## config.mk

```make
export PLATFORM = sky130hd
export DESIGN_NAME = aio_cmd_parser
export DESIGN_NICKNAME = d
export VERILOG_FILES = /design/src/design/aio_pkg.sv /design/src/design/aio_cmd_parser.sv
export VERILOG_INCLUDE_DIRS = /design/src /design/src/design
export SDC_FILE = /design/constraint.sdc
export NUM_CORES = 1
export LEC_CHECK = 0
export BUFFER_PORTS_ARGS = -buffer_cell sky130_fd_sc_hd__buf_4
export CORE_MARGIN = 3
export CORE_UTILIZATION = 25
export CTS_BUF_LIST = sky130_fd_sc_hd__clkbuf_4 sky130_fd_sc_hd__clkbuf_8
export CTS_CLUSTER_DIAMETER = 30
export DETAILED_ROUTE_END_ITERATION = 7
export REMOVE_ABC_BUFFERS = 1
export SKIP_LAST_GASP = 1
export SYNTH_ARGS = -nofsm -noshare
export SYNTH_HDL_FRONTEND = slang
export SYNTH_SLANG_ARGS = --single-unit
```

## constraint.sdc

```tcl
create_clock -name clk_i -period 5.37 [get_ports clk_i]
set_clock_uncertainty 0.2 [all_clocks]
set_input_delay 0.537 -clock clk_i [delete_from_list [all_inputs] [get_ports clk_i]]
set_output_delay 0.537 -clock clk_i [all_outputs]
set_load 0.05 [all_outputs]
```

## src/design/aio_params.svh

```systemverilog
// Named constants for the four-in, four-relay command interpreter
`ifndef AIO_PARAMS_SVH
`define AIO_PARAMS_SVH
// Clock and timing
`define AIO_CLK_HZ 100000000
`define AIO_CLK_PER_NS 10
`define AIO_FRAME_GAP_NS 4000000
`define AIO_GAP_CYCLES (`AIO_FRAME_GAP_NS / `AIO_CLK_PER_NS)
`define AIO_SETTLE 2'h3
// Characters
`define AIO_CR 8'h0d
`define AIO_CH_GT 8'h3e
`define AIO_CH_BANG 8'h21
`define AIO_CH_QM 8'h3f
`define AIO_CH_HASH 8'h23
`define AIO_CH_DOLLAR 8'h24
`define AIO_CH_PCT 8'h25
`define AIO_CH_0 8'h30
`define AIO_CH_2 8'h32
`define AIO_CH_6 8'h36
`define AIO_CH_9 8'h39
`define AIO_CH_A 8'h41
`define AIO_CH_F 8'h46
`define AIO_CH_M 8'h4d
`define AIO_CH_P 8'h50
// Command lengths without checksum and carriage return; the RTU length counts its two CRC bytes
`define AIO_LEN_OUT 7
`define AIO_LEN_CFG 11
`define AIO_LEN_RD 4
`define AIO_LEN_PROT 5
`define AIO_LEN_MB 8
// Field values
`define AIO_KIND_CODE 8'h00
`define AIO_RATE_MIN 8'h04
`define AIO_RATE_MAX 8'h08
`define AIO_RATE_DEF 8'h06
`define AIO_FMT_CS_BIT 6
`define AIO_FMT_RSV_MASK 8'hbf
`define AIO_ADDR_DEF 8'h00
`define AIO_FACTORY_ADDR 8'h01
`define AIO_SEL_ALL 8'h00
`define AIO_SEL_SINGLE 4'h1
// Arbitrary neutral module name, four characters
`define AIO_NAME_STR 32'h41494f34
// Line rates
`define AIO_BAUD_DIV(b) (`AIO_CLK_HZ / (b))
// RTU
`define AIO_MB_RD_COIL 8'h01
`define AIO_MB_RD_REG 8'h03
`define AIO_MB_WR_COIL 8'h05
`define AIO_MB_WR_REG 8'h06
`define AIO_MB_COIL_ON 16'hff00
`define AIO_MB_INPUT_BASE 16'h0020
`define AIO_CRC_INIT 16'hffff
`define AIO_CRC_POLY 16'ha001
// Wishbone byte offsets
`define AIO_WB_STATUS 8'h00
`define AIO_WB_CONFIG 8'h04
`define AIO_WB_RELAY 8'h08
`endif

```

## src/design/aio_pkg.sv

```systemverilog
// Types for the command interpreter
package aio_pkg;
  typedef enum logic [1:0] {
    AIO_HUNT = 2'b00,
    AIO_COLLECT = 2'b01,
    AIO_EVAL = 2'b11,
    AIO_SEND = 2'b10
  } aio_state_t;
endpackage

```

## src/design/aio_cmd_parser.sv

```systemverilog
// Character and RTU command interpreter with Wishbone status access
//
// Our own choices: the register addresses and the Wishbone interface to the registers.
`include "aio_params.svh"
// ****************************************************************
// Summary of operation
// - Valid relay command answers greater-than then carriage return.
// - Format, checksum or address mismatch gives no answer at all.
// - Channel selector 00 sets all four relays from data bits.
// - Configuration command updates address, rate and format; stored.
// - New address is two hex characters, any byte, then adopted.
// - Rate codes 04..08 select 2400 to 38400 baud.
// - Format bit 6 enables checksum; other bits must be zero.
// - Configuration answers bang-address or question-address.
// - Rate or checksum change only in default state at 00.
// - Command 2 returns address, kind, rate and format.
// - Command M returns address and fixed module name.
// - Protocol digit 0 selects characters, 1 selects RTU.
// - Protocol change applies only in default state.
// - Override switch at power-up gives address 00, 9600 baud.
// - Character protocol after reset.
// - RTU functions 01 and 05 read and write coils.
// - RTU functions 03 and 06 read and write holding register.
// - Coil reads of inputs give one for high level.
// - Checksum is byte sum before carriage return as two hex.
// - Single channel data is only 00 or 01.
// ****************************************************************
module aio_cmd_parser #(
  parameter int unsigned GAP_CYCLES = `AIO_GAP_CYCLES,
  parameter logic [7:0] FACTORY_ADDR = `AIO_FACTORY_ADDR,
  parameter logic [31:0] NAME_STR = `AIO_NAME_STR,
  parameter int unsigned BUF_DEPTH = 16,
  parameter int unsigned REP_DEPTH = 10
) (
  input wire logic clk_i,
  input wire logic rst_i,
  input wire logic ce_i,
  input wire logic wb_cyc_i,
  input wire logic wb_stb_i,
  input wire logic wb_we_i,
  input wire logic [7:0] wb_adr_i,
  input wire logic [3:0] wb_sel_i,
  input wire logic [31:0] wb_dat_i,
  output logic [31:0] wb_dat_o,
  output logic wb_ack_o,
  input wire logic rx_valid_i,
  input wire logic [7:0] rx_data_i,
  output logic tx_valid_o,
  output logic [7:0] tx_data_o,
  input wire logic tx_ready_i,
  input wire logic override_i,
  input wire logic [3:0] din_i,
  output logic [3:0] relay_o,
  output logic [7:0] station_o,
  output logic [7:0] line_rate_code_o,
  output logic [15:0] line_div_o,
  output logic [7:0] format_flags_o,
  output logic modbus_mode_o,
  output logic nv_store_o
);
  localparam int unsigned IW = $clog2(BUF_DEPTH);
  localparam int unsigned LW = IW + 1;

  // ****************************************************************
  // Helpers
  // ****************************************************************
  // Upper-case hex only, lower case is a format error
  function automatic logic hex_ok(input logic [7:0] c);
    hex_ok = (c >= `AIO_CH_0 && c <= `AIO_CH_9) ||
             (c >= `AIO_CH_A && c <= `AIO_CH_F);
  endfunction
  function automatic logic [3:0] hex_val(input logic [7:0] c);
    hex_val = (c <= `AIO_CH_9) ? c[3:0] : 4'(c[3:0] + 4'h9);
  endfunction
  function automatic logic [7:0] pair(input logic [7:0] h,
                                      input logic [7:0] l);
    pair = {hex_val(h), hex_val(l)};
  endfunction
  function automatic logic [7:0] hex_chr(input logic [3:0] n);
    hex_chr = (n < 4'ha) ? 8'(`AIO_CH_0 + n) : 8'(`AIO_CH_A - 8'h0a + n);
  endfunction
  function automatic logic [15:0] crc_step(input logic [15:0] crc,
                                           input logic [7:0] b);
    logic [15:0] c;
    c = crc ^ {8'h00, b};
    for (int i = 0; i < 8; i++)
      c = c[0] ? ((c >> 1) ^ `AIO_CRC_POLY) : (c >> 1);
    crc_step = c;
  endfunction

  // ****************************************************************
  // Pin synchronisers and start-up strap
  // ****************************************************************
  logic [1:0] ovr_sync;
  logic [3:0] din_meta;
  logic [3:0] din_lvl;
  logic [1:0] settle;
  logic default_mode;
  wire ovr_lvl = ovr_sync[1];
  // Two flops per pin before any logic looks at it
  always_ff @(posedge clk_i)
  begin
    if (rst_i)
    begin
      ovr_sync <= 2'h0;
      din_meta <= 4'h0;
      din_lvl <= 4'h0;
    end
    else if (ce_i)
    begin
      ovr_sync <= {ovr_sync[0], override_i};
      din_meta <= din_i;
      din_lvl <= din_meta;
    end
  end
  // Switch caught once the synchroniser has filled after reset
  always_ff @(posedge clk_i)
  begin
    if (rst_i)
    begin
      settle <= 2'h0;
      default_mode <= 1'b0;
    end
    else if (ce_i && settle != `AIO_SETTLE)
    begin
      settle <= 2'(settle + 2'h1);
      if (settle == 2'(`AIO_SETTLE - 2'h1))
        default_mode <= ovr_lvl;
    end
  end

  // ****************************************************************
  // Receive framing
  // ****************************************************************
  aio_pkg::aio_state_t state;
  logic [7:0] cbuf [BUF_DEPTH];
  logic [LW-1:0] clen;
  logic ovf;
  logic [7:0] sum0;
  logic [7:0] sum1;
  logic [7:0] sum2;
  logic [15:0] rcrc;
  logic [31:0] gap_cnt;
  logic [7:0] station;
  logic [7:0] rate;
  logic [7:0] fmt;
  logic modbus;
  logic [3:0] relay;
  wire mb_mode = modbus && !default_mode;
  wire gap_done = gap_cnt >= GAP_CYCLES;
  wire in_rx = state == aio_pkg::AIO_HUNT || state == aio_pkg::AIO_COLLECT;
  wire rx_take = rx_valid_i && in_rx;
  wire is_lead = rx_data_i == `AIO_CH_HASH || rx_data_i == `AIO_CH_DOLLAR ||
                 rx_data_i == `AIO_CH_PCT;
  // Anything before a delimiter is dropped
  wire start_frame = rx_take && (mb_mode ? gap_done : is_lead);
  wire in_coll = rx_take && state == aio_pkg::AIO_COLLECT;
  wire end_ascii = in_coll && !mb_mode && rx_data_i == `AIO_CR;
  wire end_mb = in_coll && mb_mode && !gap_done &&
                clen == LW'(`AIO_LEN_MB - 1);
  // Silence timer marks RTU frame boundaries
  always_ff @(posedge clk_i)
  begin
    if (rst_i)
      gap_cnt <= 32'h0;
    else if (ce_i)
      gap_cnt <= rx_valid_i ? 32'h0 : (gap_done ? gap_cnt : gap_cnt + 1);
  end
  // Character store with running sums; overlong lines flag overflow
  always_ff @(posedge clk_i)
  begin
    if (rst_i)
    begin
      clen <= '0;
      ovf <= 1'b0;
      sum0 <= 8'h00;
      sum1 <= 8'h00;
      sum2 <= 8'h00;
      rcrc <= `AIO_CRC_INIT;
    end
    else if (ce_i && start_frame)
    begin
      cbuf[0] <= rx_data_i;
      clen <= LW'(1);
      ovf <= 1'b0;
      sum0 <= rx_data_i;
      sum1 <= 8'h00;
      sum2 <= 8'h00;
      rcrc <= crc_step(`AIO_CRC_INIT, rx_data_i);
    end
    else if (ce_i && in_coll && !end_ascii)
    begin
      if (clen == LW'(BUF_DEPTH))
        ovf <= 1'b1;
      else
      begin
        cbuf[clen[IW-1:0]] <= rx_data_i;
        clen <= LW'(clen + LW'(1));
      end
      sum2 <= sum1;
      sum1 <= sum0;
      sum0 <= 8'(sum0 + rx_data_i);
      rcrc <= crc_step(rcrc, rx_data_i);
    end
  end

  // ****************************************************************
  // Command decode
  // ****************************************************************
  logic [10:1] hexv;
  for (genvar g = 1; g <= 10; g++)
  begin : g_hex
    assign hexv[g] = hex_ok(cbuf[g]);
  end
  wire cs_on = fmt[`AIO_FMT_CS_BIT];
  wire [LW-1:0] blen = cs_on ? LW'(clen - LW'(2)) : clen;
  wire [IW-1:0] ck_hi = IW'(clen - LW'(2));
  wire [IW-1:0] ck_lo = IW'(clen - LW'(1));
  // Received sum covers all characters ahead of the two digits
  wire cs_good = !cs_on || (clen >= LW'(2) && hex_ok(cbuf[ck_hi]) &&
                 hex_ok(cbuf[ck_lo]) && pair(cbuf[ck_hi], cbuf[ck_lo]) == sum2);
  wire [7:0] f_addr = pair(cbuf[1], cbuf[2]);
  wire [7:0] f3 = pair(cbuf[3], cbuf[4]);
  wire [7:0] f5 = pair(cbuf[5], cbuf[6]);
  wire [7:0] f7 = pair(cbuf[7], cbuf[8]);
  wire [7:0] f9 = pair(cbuf[9], cbuf[10]);
  wire [7:0] my_addr = default_mode ? `AIO_ADDR_DEF : station;
  // Bad format, bad sum or another station: stay silent
  wire lead_ok = !ovf && cs_good && hexv[1] && hexv[2] && f_addr == my_addr;
  wire rd4 = cbuf[0] == `AIO_CH_DOLLAR && blen == LW'(`AIO_LEN_RD);
  wire out_cmd = cbuf[0] == `AIO_CH_HASH && blen == LW'(`AIO_LEN_OUT) &&
                 (&hexv[6:3]);
  wire ok_all = f3 == `AIO_SEL_ALL && f5[7:4] == 4'h0;
  wire ok_one = f3[7:4] == `AIO_SEL_SINGLE && f3[3:2] == 2'h0 &&
                f5[7:1] == 7'h00;
  wire cfg_cmd = cbuf[0] == `AIO_CH_PCT && blen == LW'(`AIO_LEN_CFG) &&
                 (&hexv[10:3]);
  wire rate_ok = f7 >= `AIO_RATE_MIN && f7 <= `AIO_RATE_MAX;
  wire kind_ok = f5 == `AIO_KIND_CODE;
  wire fmt_ok = (f9 & `AIO_FMT_RSV_MASK) == 8'h00;
  wire line_chg = f7 != rate || f9[`AIO_FMT_CS_BIT] != cs_on;
  wire cfg_ok = rate_ok && kind_ok && fmt_ok &&
                (!line_chg || default_mode);
  wire prot_cmd = cbuf[0] == `AIO_CH_DOLLAR && cbuf[3] == `AIO_CH_P &&
                  blen == LW'(`AIO_LEN_PROT);
  wire prot_dig = cbuf[4] == `AIO_CH_0 || cbuf[4] == 8'(`AIO_CH_0 + 8'h1);
  // RTU fields; a good frame leaves a zero remainder
  wire [15:0] mb_start = {cbuf[2], cbuf[3]};
  wire [15:0] mb_val = {cbuf[4], cbuf[5]};
  wire mb_hit = clen == LW'(`AIO_LEN_MB) && rcrc == 16'h0000 &&
                cbuf[0] == my_addr;
  wire mb_in = mb_start >= `AIO_MB_INPUT_BASE;
  wire [3:0] coil_src = mb_in ? din_lvl : relay;
  wire [7:0] coil_mask = (mb_val[15:3] != 13'h0) ? 8'hff :
                         ~(8'hff << mb_val[2:0]);
  wire [7:0] coil_byte = 8'({4'h0, coil_src} >> mb_start[1:0]) & coil_mask;
  wire [3:0] reg_val = (mb_start == 16'h0000) ? relay :
                       ((mb_start == `AIO_MB_INPUT_BASE) ? din_lvl : 4'h0);
  logic [7:0] rep_n [REP_DEPTH];
  logic [3:0] rep_len_n;
  logic reply_n;
  logic relay_we;
  logic [3:0] relay_new;
  logic cfg_we;
  logic prot_we;
  // Build the answer body and the side effects of one command
  always_comb
  begin
    for (int i = 0; i < REP_DEPTH; i++)
      rep_n[i] = 8'h00;
    rep_len_n = 4'h0;
    reply_n = 1'b0;
    relay_we = 1'b0;
    relay_new = relay;
    cfg_we = 1'b0;
    prot_we = 1'b0;
    if (mb_mode)
    begin
      rep_n[0] = cbuf[0];
      rep_n[1] = cbuf[1];
      if (mb_hit)
        case (cbuf[1])
          `AIO_MB_RD_COIL:
          begin
            rep_n[2] = 8'h01;
            rep_n[3] = coil_byte;
            rep_len_n = 4'h4;
            reply_n = 1'b1;
          end
          `AIO_MB_RD_REG:
          begin
            rep_n[2] = 8'h02;
            rep_n[4] = {4'h0, reg_val};
            rep_len_n = 4'h5;
            reply_n = 1'b1;
          end
          `AIO_MB_WR_COIL, `AIO_MB_WR_REG:
          begin
            for (int i = 2; i < 6; i++)
              rep_n[i] = cbuf[i];
            rep_len_n = 4'h6;
            if (cbuf[1] == `AIO_MB_WR_COIL && mb_start[15:2] == 14'h0 &&
                (mb_val == `AIO_MB_COIL_ON || mb_val == 16'h0000))
            begin
              relay_new[mb_start[1:0]] = mb_val[15];
              relay_we = 1'b1;
            end
            else if (cbuf[1] == `AIO_MB_WR_REG && mb_start == 16'h0000)
            begin
              relay_new = mb_val[3:0];
              relay_we = 1'b1;
            end
            reply_n = relay_we;
          end
          default: ;
        endcase
    end
    else if (lead_ok)
    begin
      // Default answer is the refusal with the received address
      rep_n[0] = `AIO_CH_QM;
      rep_n[1] = hex_chr(f_addr[7:4]);
      rep_n[2] = hex_chr(f_addr[3:0]);
      rep_len_n = 4'h3;
      reply_n = out_cmd || cfg_cmd || prot_cmd;
      if (out_cmd && (ok_all || ok_one))
      begin
        relay_we = 1'b1;
        if (ok_all)
          relay_new = f5[3:0];
        else
          relay_new[f3[1:0]] = f5[0];
        rep_n[0] = `AIO_CH_GT;
        rep_len_n = 4'h1;
      end
      else if (cfg_cmd && cfg_ok)
      begin
        cfg_we = 1'b1;
        rep_n[0] = `AIO_CH_BANG;
        rep_n[1] = hex_chr(f3[7:4]);
        rep_n[2] = hex_chr(f3[3:0]);
      end
      else if (prot_cmd && prot_dig && default_mode)
      begin
        prot_we = 1'b1;
        rep_n[0] = `AIO_CH_BANG;
      end
      else if (rd4 && cbuf[3] == `AIO_CH_2)
      begin
        rep_n[0] = `AIO_CH_BANG;
        rep_n[3] = hex_chr(4'(`AIO_KIND_CODE >> 4));
        rep_n[4] = hex_chr(4'(`AIO_KIND_CODE));
        rep_n[5] = hex_chr(rate[7:4]);
        rep_n[6] = hex_chr(rate[3:0]);
        rep_n[7] = hex_chr(fmt[7:4]);
        rep_n[8] = hex_chr(fmt[3:0]);
        rep_len_n = 4'h9;
        reply_n = 1'b1;
      end
      else if (rd4 && cbuf[3] == `AIO_CH_M)
      begin
        rep_n[0] = `AIO_CH_BANG;
        for (int i = 0; i < 4; i++)
          rep_n[3 + i] = NAME_STR[31 - 8 * i -: 8];
        rep_len_n = 4'h7;
        reply_n = 1'b1;
      end
      else if (rd4 && cbuf[3] == `AIO_CH_6)
      begin
        rep_n[0] = `AIO_CH_BANG;
        rep_n[1] = `AIO_CH_0;
        rep_n[2] = hex_chr(relay);
        rep_n[3] = `AIO_CH_0;
        rep_n[4] = hex_chr(din_lvl);
        rep_n[5] = `AIO_CH_0;
        rep_n[6] = `AIO_CH_0;
        rep_len_n = 4'h7;
        reply_n = 1'b1;
      end
    end
  end

  // ****************************************************************
  // Sequencer and transmitter
  // ****************************************************************
  logic [7:0] rep [REP_DEPTH];
  logic [3:0] rep_len;
  logic tx_mb;
  logic tx_cs;
  logic [3:0] tx_idx;
  logic [7:0] tsum;
  logic [15:0] tcrc;
  wire ev = state == aio_pkg::AIO_EVAL;
  wire tx_free = !tx_valid_o || tx_ready_i;
  wire [3:0] trail = tx_mb ? 4'h2 : (tx_cs ? 4'h3 : 4'h1);
  wire [3:0] tpos = 4'(tx_idx - rep_len);
  wire in_body = tx_idx < rep_len;
  wire send_last = tx_idx == 4'(rep_len + trail - 4'h1);
  // Trailer: CRC low then high, or sum digits if checksum is on, then carriage return
  wire [7:0] tx_chr = in_body ? rep[tx_idx] :
                      tx_mb ? (tpos == 4'h0 ? tcrc[7:0] : tcrc[15:8]) :
                      (tx_cs && tpos == 4'h0) ? hex_chr(tsum[7:4]) :
                      (tx_cs && tpos == 4'h1) ? hex_chr(tsum[3:0]) :
                      `AIO_CR;
  // Receive is ignored while answering; the bus is half duplex
  always_ff @(posedge clk_i)
  begin
    if (rst_i)
      state <= aio_pkg::AIO_HUNT;
    else if (ce_i)
      case (state)
        aio_pkg::AIO_HUNT:
          if (start_frame)
            state <= aio_pkg::AIO_COLLECT;
        aio_pkg::AIO_COLLECT:
          if (end_ascii || end_mb)
            state <= aio_pkg::AIO_EVAL;
        aio_pkg::AIO_EVAL:
          state <= reply_n ? aio_pkg::AIO_SEND : aio_pkg::AIO_HUNT;
        aio_pkg::AIO_SEND:
          if (tx_free && send_last)
            state <= aio_pkg::AIO_HUNT;
        default:
          state <= aio_pkg::AIO_HUNT;
      endcase
  end
  // Answer latched at decode; sum and CRC follow the body out
  always_ff @(posedge clk_i)
  begin
    if (rst_i)
    begin
      tx_valid_o <= 1'b0;
      tx_data_o <= 8'h00;
      rep_len <= 4'h0;
      tx_mb <= 1'b0;
      tx_cs <= 1'b0;
      tx_idx <= 4'h0;
      tsum <= 8'h00;
      tcrc <= `AIO_CRC_INIT;
    end
    else if (ce_i)
    begin
      if (ev)
      begin
        for (int i = 0; i < REP_DEPTH; i++)
          rep[i] <= rep_n[i];
        rep_len <= rep_len_n;
        tx_mb <= mb_mode;
        tx_cs <= cs_on;
        tx_idx <= 4'h0;
        tsum <= 8'h00;
        tcrc <= `AIO_CRC_INIT;
      end
      if (state == aio_pkg::AIO_SEND && tx_free)
      begin
        tx_data_o <= tx_chr;
        tx_valid_o <= 1'b1;
        tx_idx <= 4'(tx_idx + 4'h1);
        if (in_body)
        begin
          tsum <= 8'(tsum + tx_chr);
          tcrc <= crc_step(tcrc, tx_chr);
        end
      end
      else if (tx_ready_i)
        tx_valid_o <= 1'b0;
    end
  end

  // ****************************************************************
  // Settings, relays and Wishbone slave
  // ****************************************************************
  wire wb_req = wb_cyc_i && wb_stb_i;
  wire wb_wr = wb_req && wb_ack_o && wb_we_i;
  wire wr_cfg = wb_wr && wb_adr_i == `AIO_WB_CONFIG;
  wire wr_rel = wb_wr && wb_adr_i == `AIO_WB_RELAY && wb_sel_i[0];
  wire [7:0] rate_eff = default_mode ? `AIO_RATE_DEF : rate;
  wire [31:0] st_word = {20'h0, state != aio_pkg::AIO_HUNT, default_mode,
                         mb_mode, ovr_lvl, din_lvl, relay};
  wire [31:0] cf_word = {7'h0, modbus, fmt, rate, station};
  // Unmapped offsets read zero and are still acknowledged
  wire [31:0] rd_word = (wb_adr_i == `AIO_WB_STATUS) ? st_word :
                        (wb_adr_i == `AIO_WB_CONFIG) ? cf_word :
                        (wb_adr_i == `AIO_WB_RELAY) ? {28'h0, relay} : 32'h0;
  // Command updates take precedence over a same-cycle bus write
  always_ff @(posedge clk_i)
  begin
    if (rst_i)
    begin
      station <= FACTORY_ADDR;
      rate <= `AIO_RATE_DEF;
      fmt <= 8'h00;
      modbus <= 1'b0;
    end
    else if (ce_i && ev && cfg_we)
    begin
      station <= f3;
      rate <= f7;
      fmt <= f9;
    end
    else if (ce_i && ev && prot_we)
      modbus <= cbuf[4][0];
    else if (ce_i && wr_cfg)
    begin
      station <= wb_sel_i[0] ? wb_dat_i[7:0] : station;
      rate <= wb_sel_i[1] ? wb_dat_i[15:8] : rate;
      fmt <= wb_sel_i[2] ? wb_dat_i[23:16] : fmt;
      modbus <= wb_sel_i[3] ? wb_dat_i[24] : modbus;
    end
  end
  // Relay image
  always_ff @(posedge clk_i)
  begin
    if (rst_i)
      relay <= 4'h0;
    else if (ce_i && ev && relay_we)
      relay <= relay_new;
    else if (ce_i && wr_rel)
      relay <= wb_dat_i[3:0];
  end
  // Registered outputs; rate code selects the bit period
  always_ff @(posedge clk_i)
  begin
    if (rst_i)
    begin
      wb_ack_o <= 1'b0;
      wb_dat_o <= 32'h0;
      relay_o <= 4'h0;
      station_o <= FACTORY_ADDR;
      line_rate_code_o <= `AIO_RATE_DEF;
      line_div_o <= 16'(`AIO_BAUD_DIV(9600));
      format_flags_o <= 8'h00;
      modbus_mode_o <= 1'b0;
      nv_store_o <= 1'b0;
    end
    else if (ce_i)
    begin
      wb_ack_o <= wb_req && !wb_ack_o;
      wb_dat_o <= rd_word;
      relay_o <= relay;
      station_o <= station;
      line_rate_code_o <= rate_eff;
      case (rate_eff)
        8'h04: line_div_o <= 16'(`AIO_BAUD_DIV(2400));
        8'h05: line_div_o <= 16'(`AIO_BAUD_DIV(4800));
        8'h07: line_div_o <= 16'(`AIO_BAUD_DIV(19200));
        8'h08: line_div_o <= 16'(`AIO_BAUD_DIV(38400));
        default: line_div_o <= 16'(`AIO_BAUD_DIV(9600));
      endcase
      format_flags_o <= fmt;
      modbus_mode_o <= mb_mode;
      nv_store_o <= ev && (cfg_we || prot_we);
    end
  end
endmodule

```

# After elaboration in Yosys (flattened, before gate mapping)
# Memories as Yosys holds them, arrays and structs flattened. A register that Yosys moved wholly into a read port is not among the register bits.
# Cells that the tools add are included.
# W data, S select, Z words.
# classes
n_addsub	47
n_lt_le_gt_ge	70
eq_ne	56
shift	2
n_mux	204
bitwise_logic	31
reduce_logical	171
# op_table
cell	count
$mux W16	31
$mux W56	7
$mux W8	29
$add A6 B4 Y7 const A	24
$mux W32	5
$mux W4	37
$mux W64	2
$mux W7	14
$ge A8 B6 Y1 const B	12
$ge A8 B7 Y1 const B	12
$le A8 B6 Y1 const B	12
$le A8 B7 Y1 const B	12
$mux W48	2
$logic_and A1 B1 Y1	90
$eq A8 B6 Y1 const B	10
$mux W72	1
$not A2 Y3	24
$pmux W16 S4	1
$mux W53	1
$mux W25	2
$mux W1	49
$add A4 B4 Y4 const B	12
$eq A8 B3 Y1 const B	6
$logic_not A16 Y1	3
other kinds (74)	183
# totals
ff_bits	244
ram_bits	208
in_bits	65
out_inout_bits	88
wordCells	619
mem_count	2
# memory_table
memory	depth	word_bits	read_ports	rd_clocked_by_memory_dff	write_ports	line	rtl
cbuf	16	8	13	0	1	aio_cmd_parser.sv:136	logic [7:0] cbuf [BUF_DEPTH];
rep	10	8	1	1	10	aio_cmd_parser.sv:386	logic [7:0] rep [REP_DEPTH];

# Depth between registers and ports, before layout
# logic_depth
word_depth	26
depth_mapped	24
depth_no_buf	24

# Least setup slack after synthesis
# No wires, ideal clock.
# synth_timing
path_type	register -> register
startpoint	register clen[1]
endpoint	memory rep[4][2], data pin
setup_time_ns	0.169
arrival_time_ns	5.539
required_ns	5.001
setup_slack_ns	-0.539
stages_incl_launch_ff	21
n_path_buf	6
synth_period_minus_slack_ns	5.909
cell_sequence	dfxtp_1 -> buf_6 -> buf_2 -> buf_2 -> inv_1 -> ha_1 -> buf_2 -> mux4_2 -> mux4_2 -> ha_1 -> o21ai_0 -> o221ai_2 -> o21a_1 -> o31a_1 -> a211oi_1 -> a41oi_1 -> nor3_4 -> or3b_1 -> buf_2 -> buf_2 -> o31ai_1
# synth_rtl
element	line	rtl
start, declared	aio_cmd_parser.sv:137	logic [LW-1:0] clen;
start signal, assigned	aio_cmd_parser.sv:198	clen <= LW'(clen + LW'(1));
end, declared	aio_cmd_parser.sv:386	

==> impl_results.md <==
- Nets@finish: 3102
- Synthesized area: 26180 sq um
- Vias/cell: 5.131
- Fraction of layout cells with a size suffix above 1: 0.1953
- Global-route wire length before repair: 133900 um
- Worst Tran Pin Value: 1089 ps
- GPL Wtd Cong: 0.9563
- Initial Util: 0.2523
- Crit end category: flop
- Fin crit share: 0.9548
- Main synth FF type: dfxtp_1
- Final hold vios: 0
- Fin area: 31630 sq um
- Worst skew pair latency: 700 ps
- CP required: 5710 ps
- Maximum clock rate: 0.1950 GHz
- Clock Sinks: 434
- Leading area contributor after synthesis: edfxtp_1
- Crit path arrival time: 5470 ps
- Overall global routing resource usage: 0.1615
- Pleak: 11.54 nW
- Via count: 22.53k
- FFs w/ async S/R, synth: 0
- Ys Warns: 0
- CTS root buf: clkbuf_8
- GRT Residual Overflow: 0
- Chip Height: 329.6 um
- Total CTS buffers: 88
- Count of state elements after synthesis: 434
- H-Tree Depth: 3
- Crit-path max FO: 8
- Hold/Removal Path Class: in -> reg
- Total of max-cap violations: 0
- Post-detailed-route count of antenna-violating nets: 0
- Vias in the first global route: 21.07k
- Hpwl dp: 67130 um
- Rel. slew slack: 0.2716
- Initial drt markers: 2308
- Mapped Cells: 2705
- WL/cell: 20.56 um
- Yosys cell types: 100
- Outcome: complete, no violations
- CTS clk-pin slew, worst paths: 60 ps
- Post-synthesis sequential area ratio: 0.4071
- Reg2Reg Setup Slack: 240 ps
- PortBufs: 138
- Pre-antenna DRT Iters: 5
- Final WL: 90250 um
- Top-count cell post-synth: nor2_1
- Largest net degree at the start of global routing: 70
- Area grow syn2layout: 20.80%
- Post-place setup slack: 178.2 ps
- Core box area: 103800 sq um
- Die W: 329.6 um
- Critical path cell sequence: inv_2 > ha_2 > mux4_2 > mux4_2 > ha_1 > o21ai_0 > o221ai_2 > o21a_1 > o31a_1 > a211oi_1 > a41oi_1 > buf_4 > nor3_4 > or3b_4 > buf_4 > nor2_1 > a211o_1
- Max clock buf depth: 3
- RSZ-0062 raised after global routing: no
- Pwr dens: 242.2 nW/um^2
- Finish-stage setup viols: 0
- Worst vdd ir: 0.2129 mV
- TritonCTS clock tree: yes
- Syn avg cell area: 9.679 sq um
- Buf/Inv on CP: 3
- CP delay by family, top: compound AO/OA/AOI/OAI gates
- Slowest Stage Delay on Critical Path: 540 ps
- Synth top area share: 0.2259
- Tmin final: 5127 ps
- Area after DPL: 29270 sq um
- Row cnt: 118
- Synth area leaders: edfxtp_1 (23%), dfxtp_1 (18%), mux4_2 (7.1%)
- Final TNS setup: 0 ps
- Slew Limit Fails: 0
- Crit Path Class: reg -> reg
- Drc violations: 0
- Die area: 108600 sq um
- Setup Fix Bufs, Post-CTS: 0
- I/O pin cnt: 153
- Post-synth EDFFs: 197
- CP Launch Type: flop
- Initial antenna violation count: 10
- Setup WS post-layout: 242.6 ps
- Critical path's slowest cell: mux4_2
- Commonest cells in the synthesized netlist: nor2_1 (313), nand2_1 (245), dfxtp_1 (237)
[layout make-up]
type                       instances  area [sq um]
fill                           10781         72160
timing repair buffer             300          2369
multi-input combinational       1994         14390
inverter                         113         424.2
clock inverter                    52         588.1
sequential                       434         10670
antenna                            4         10.01
clock buffer                     113          1455
tap                             1380          1727
[worst reg2reg max path, cell delays in order, from the launching register on]
cell and delay [ps]:
dfxtp_4 360, inv_2 50, ha_2 400, mux4_2 550, mux4_2 530, ha_1 250, o21ai_0 200, o221ai_2 140
o21a_1 220, o31a_1 310, a211oi_1 220, a41oi_1 140, buf_4 190, nor3_4 250, or3b_4 480, buf_4 190
nor2_1 150, a211o_1 140
[path summary, 6_finish.rpt]
path	from	end	depth (start not counted)
min	wb_adr_i[1]	wb_dat_o[2]	4
max reg2reg	clen[0]	rep[3][0]	17
min reg2reg	sum1[3]	sum2[3]	2
max	clen[0]	rep[3][0]	17
[per-stage QoR]
stage | hold WS, ps | total power (W) | cells | utilization
floorplan | 225.8 | 0.003647 | 2541 | -
global placement | 238.5 | 0.003800 | 4194 | 0.2820
detailed placement | 246.5 | 0.003802 | 4194 | 0.2820
CTS | 0.7314 | 0.007737 | 4386 | 0.3043
global route | 23.87 | 0.007912 | 4390 | 0.3047
finish | 52.51 | 0.007660 | 4390 | 0.3047
[kinds of logic (layout without fill, tap and decap cells)]
logic type      after synthesis  count (layout)  share of synthesized area
compound gates              573             573                     0.1471
xor+xnor                    157             157                    0.05529
fa+ha+maj                   106             106                    0.05180
buf+inv                     283             578                    0.04616
flops                       434             434                     0.4071
mux                         215             215                     0.1230
other cells                   1              11                  0.0001432
simple gates                936             936                     0.1694
[registers in the layout, summed over array words and instances, names as in the netlist, 5 cells and up, named ones only]
name              cells
cbuf                128
clen                  5
fmt                   8
format_flags_o        8
gap_cnt              32
line_div_o           12
line_rate_code_o      8
rate                  8
rcrc                 16
rep                  69
station               8
station_o             8
sum0                  8
sum1                  8
sum2                  8
tcrc                 16
tsum                  8
tx_data_o             8
wb_dat_o             25
[layer usage]
metal | track usage | part of all wire | vias up | routed length, um
li1 | - | - | 10401 | -
met1 | 0.2244 | 0.44 | 10973 | 39440
met2 | 0.2484 | 0.45 | 983 | 40180
met3 | 0.03187 | 0.085 | 166 | 7713
met4 | 0.05881 | 0.032 | 2 | 2908
met5 | 0 | 0.00010 | - | 9
[placed cells by master (no fill, tap or decap), drive strengths merged, types with 53 or more instances in the layout]
cell,n
nor3,58
a21oi,171
xor2,53
inv,120
edfxtp,197
nand2,245
nor2,313
clkbuf,113
xnor2,102
nand3,86
mux2i,109
mux4,83
ha,102
dfxtp,237
o21ai,97
buf,273
[timing repair]
action,in CTS,in global routing
gates resized for setup,0,10
endpoints found under the hold margin,33,0
hold buffers,27,0
setup endpoints to repair,0,35
[where the power goes]
part | switching [W] | internal [W]
Sequential | 0.00000955 | 0.00345
Clock | 0.00160 | 0.00231
Combinational | 0.000189 | 0.000102
Total | 0.00180 | 0.00586
(Power assumes the default switching activity.)
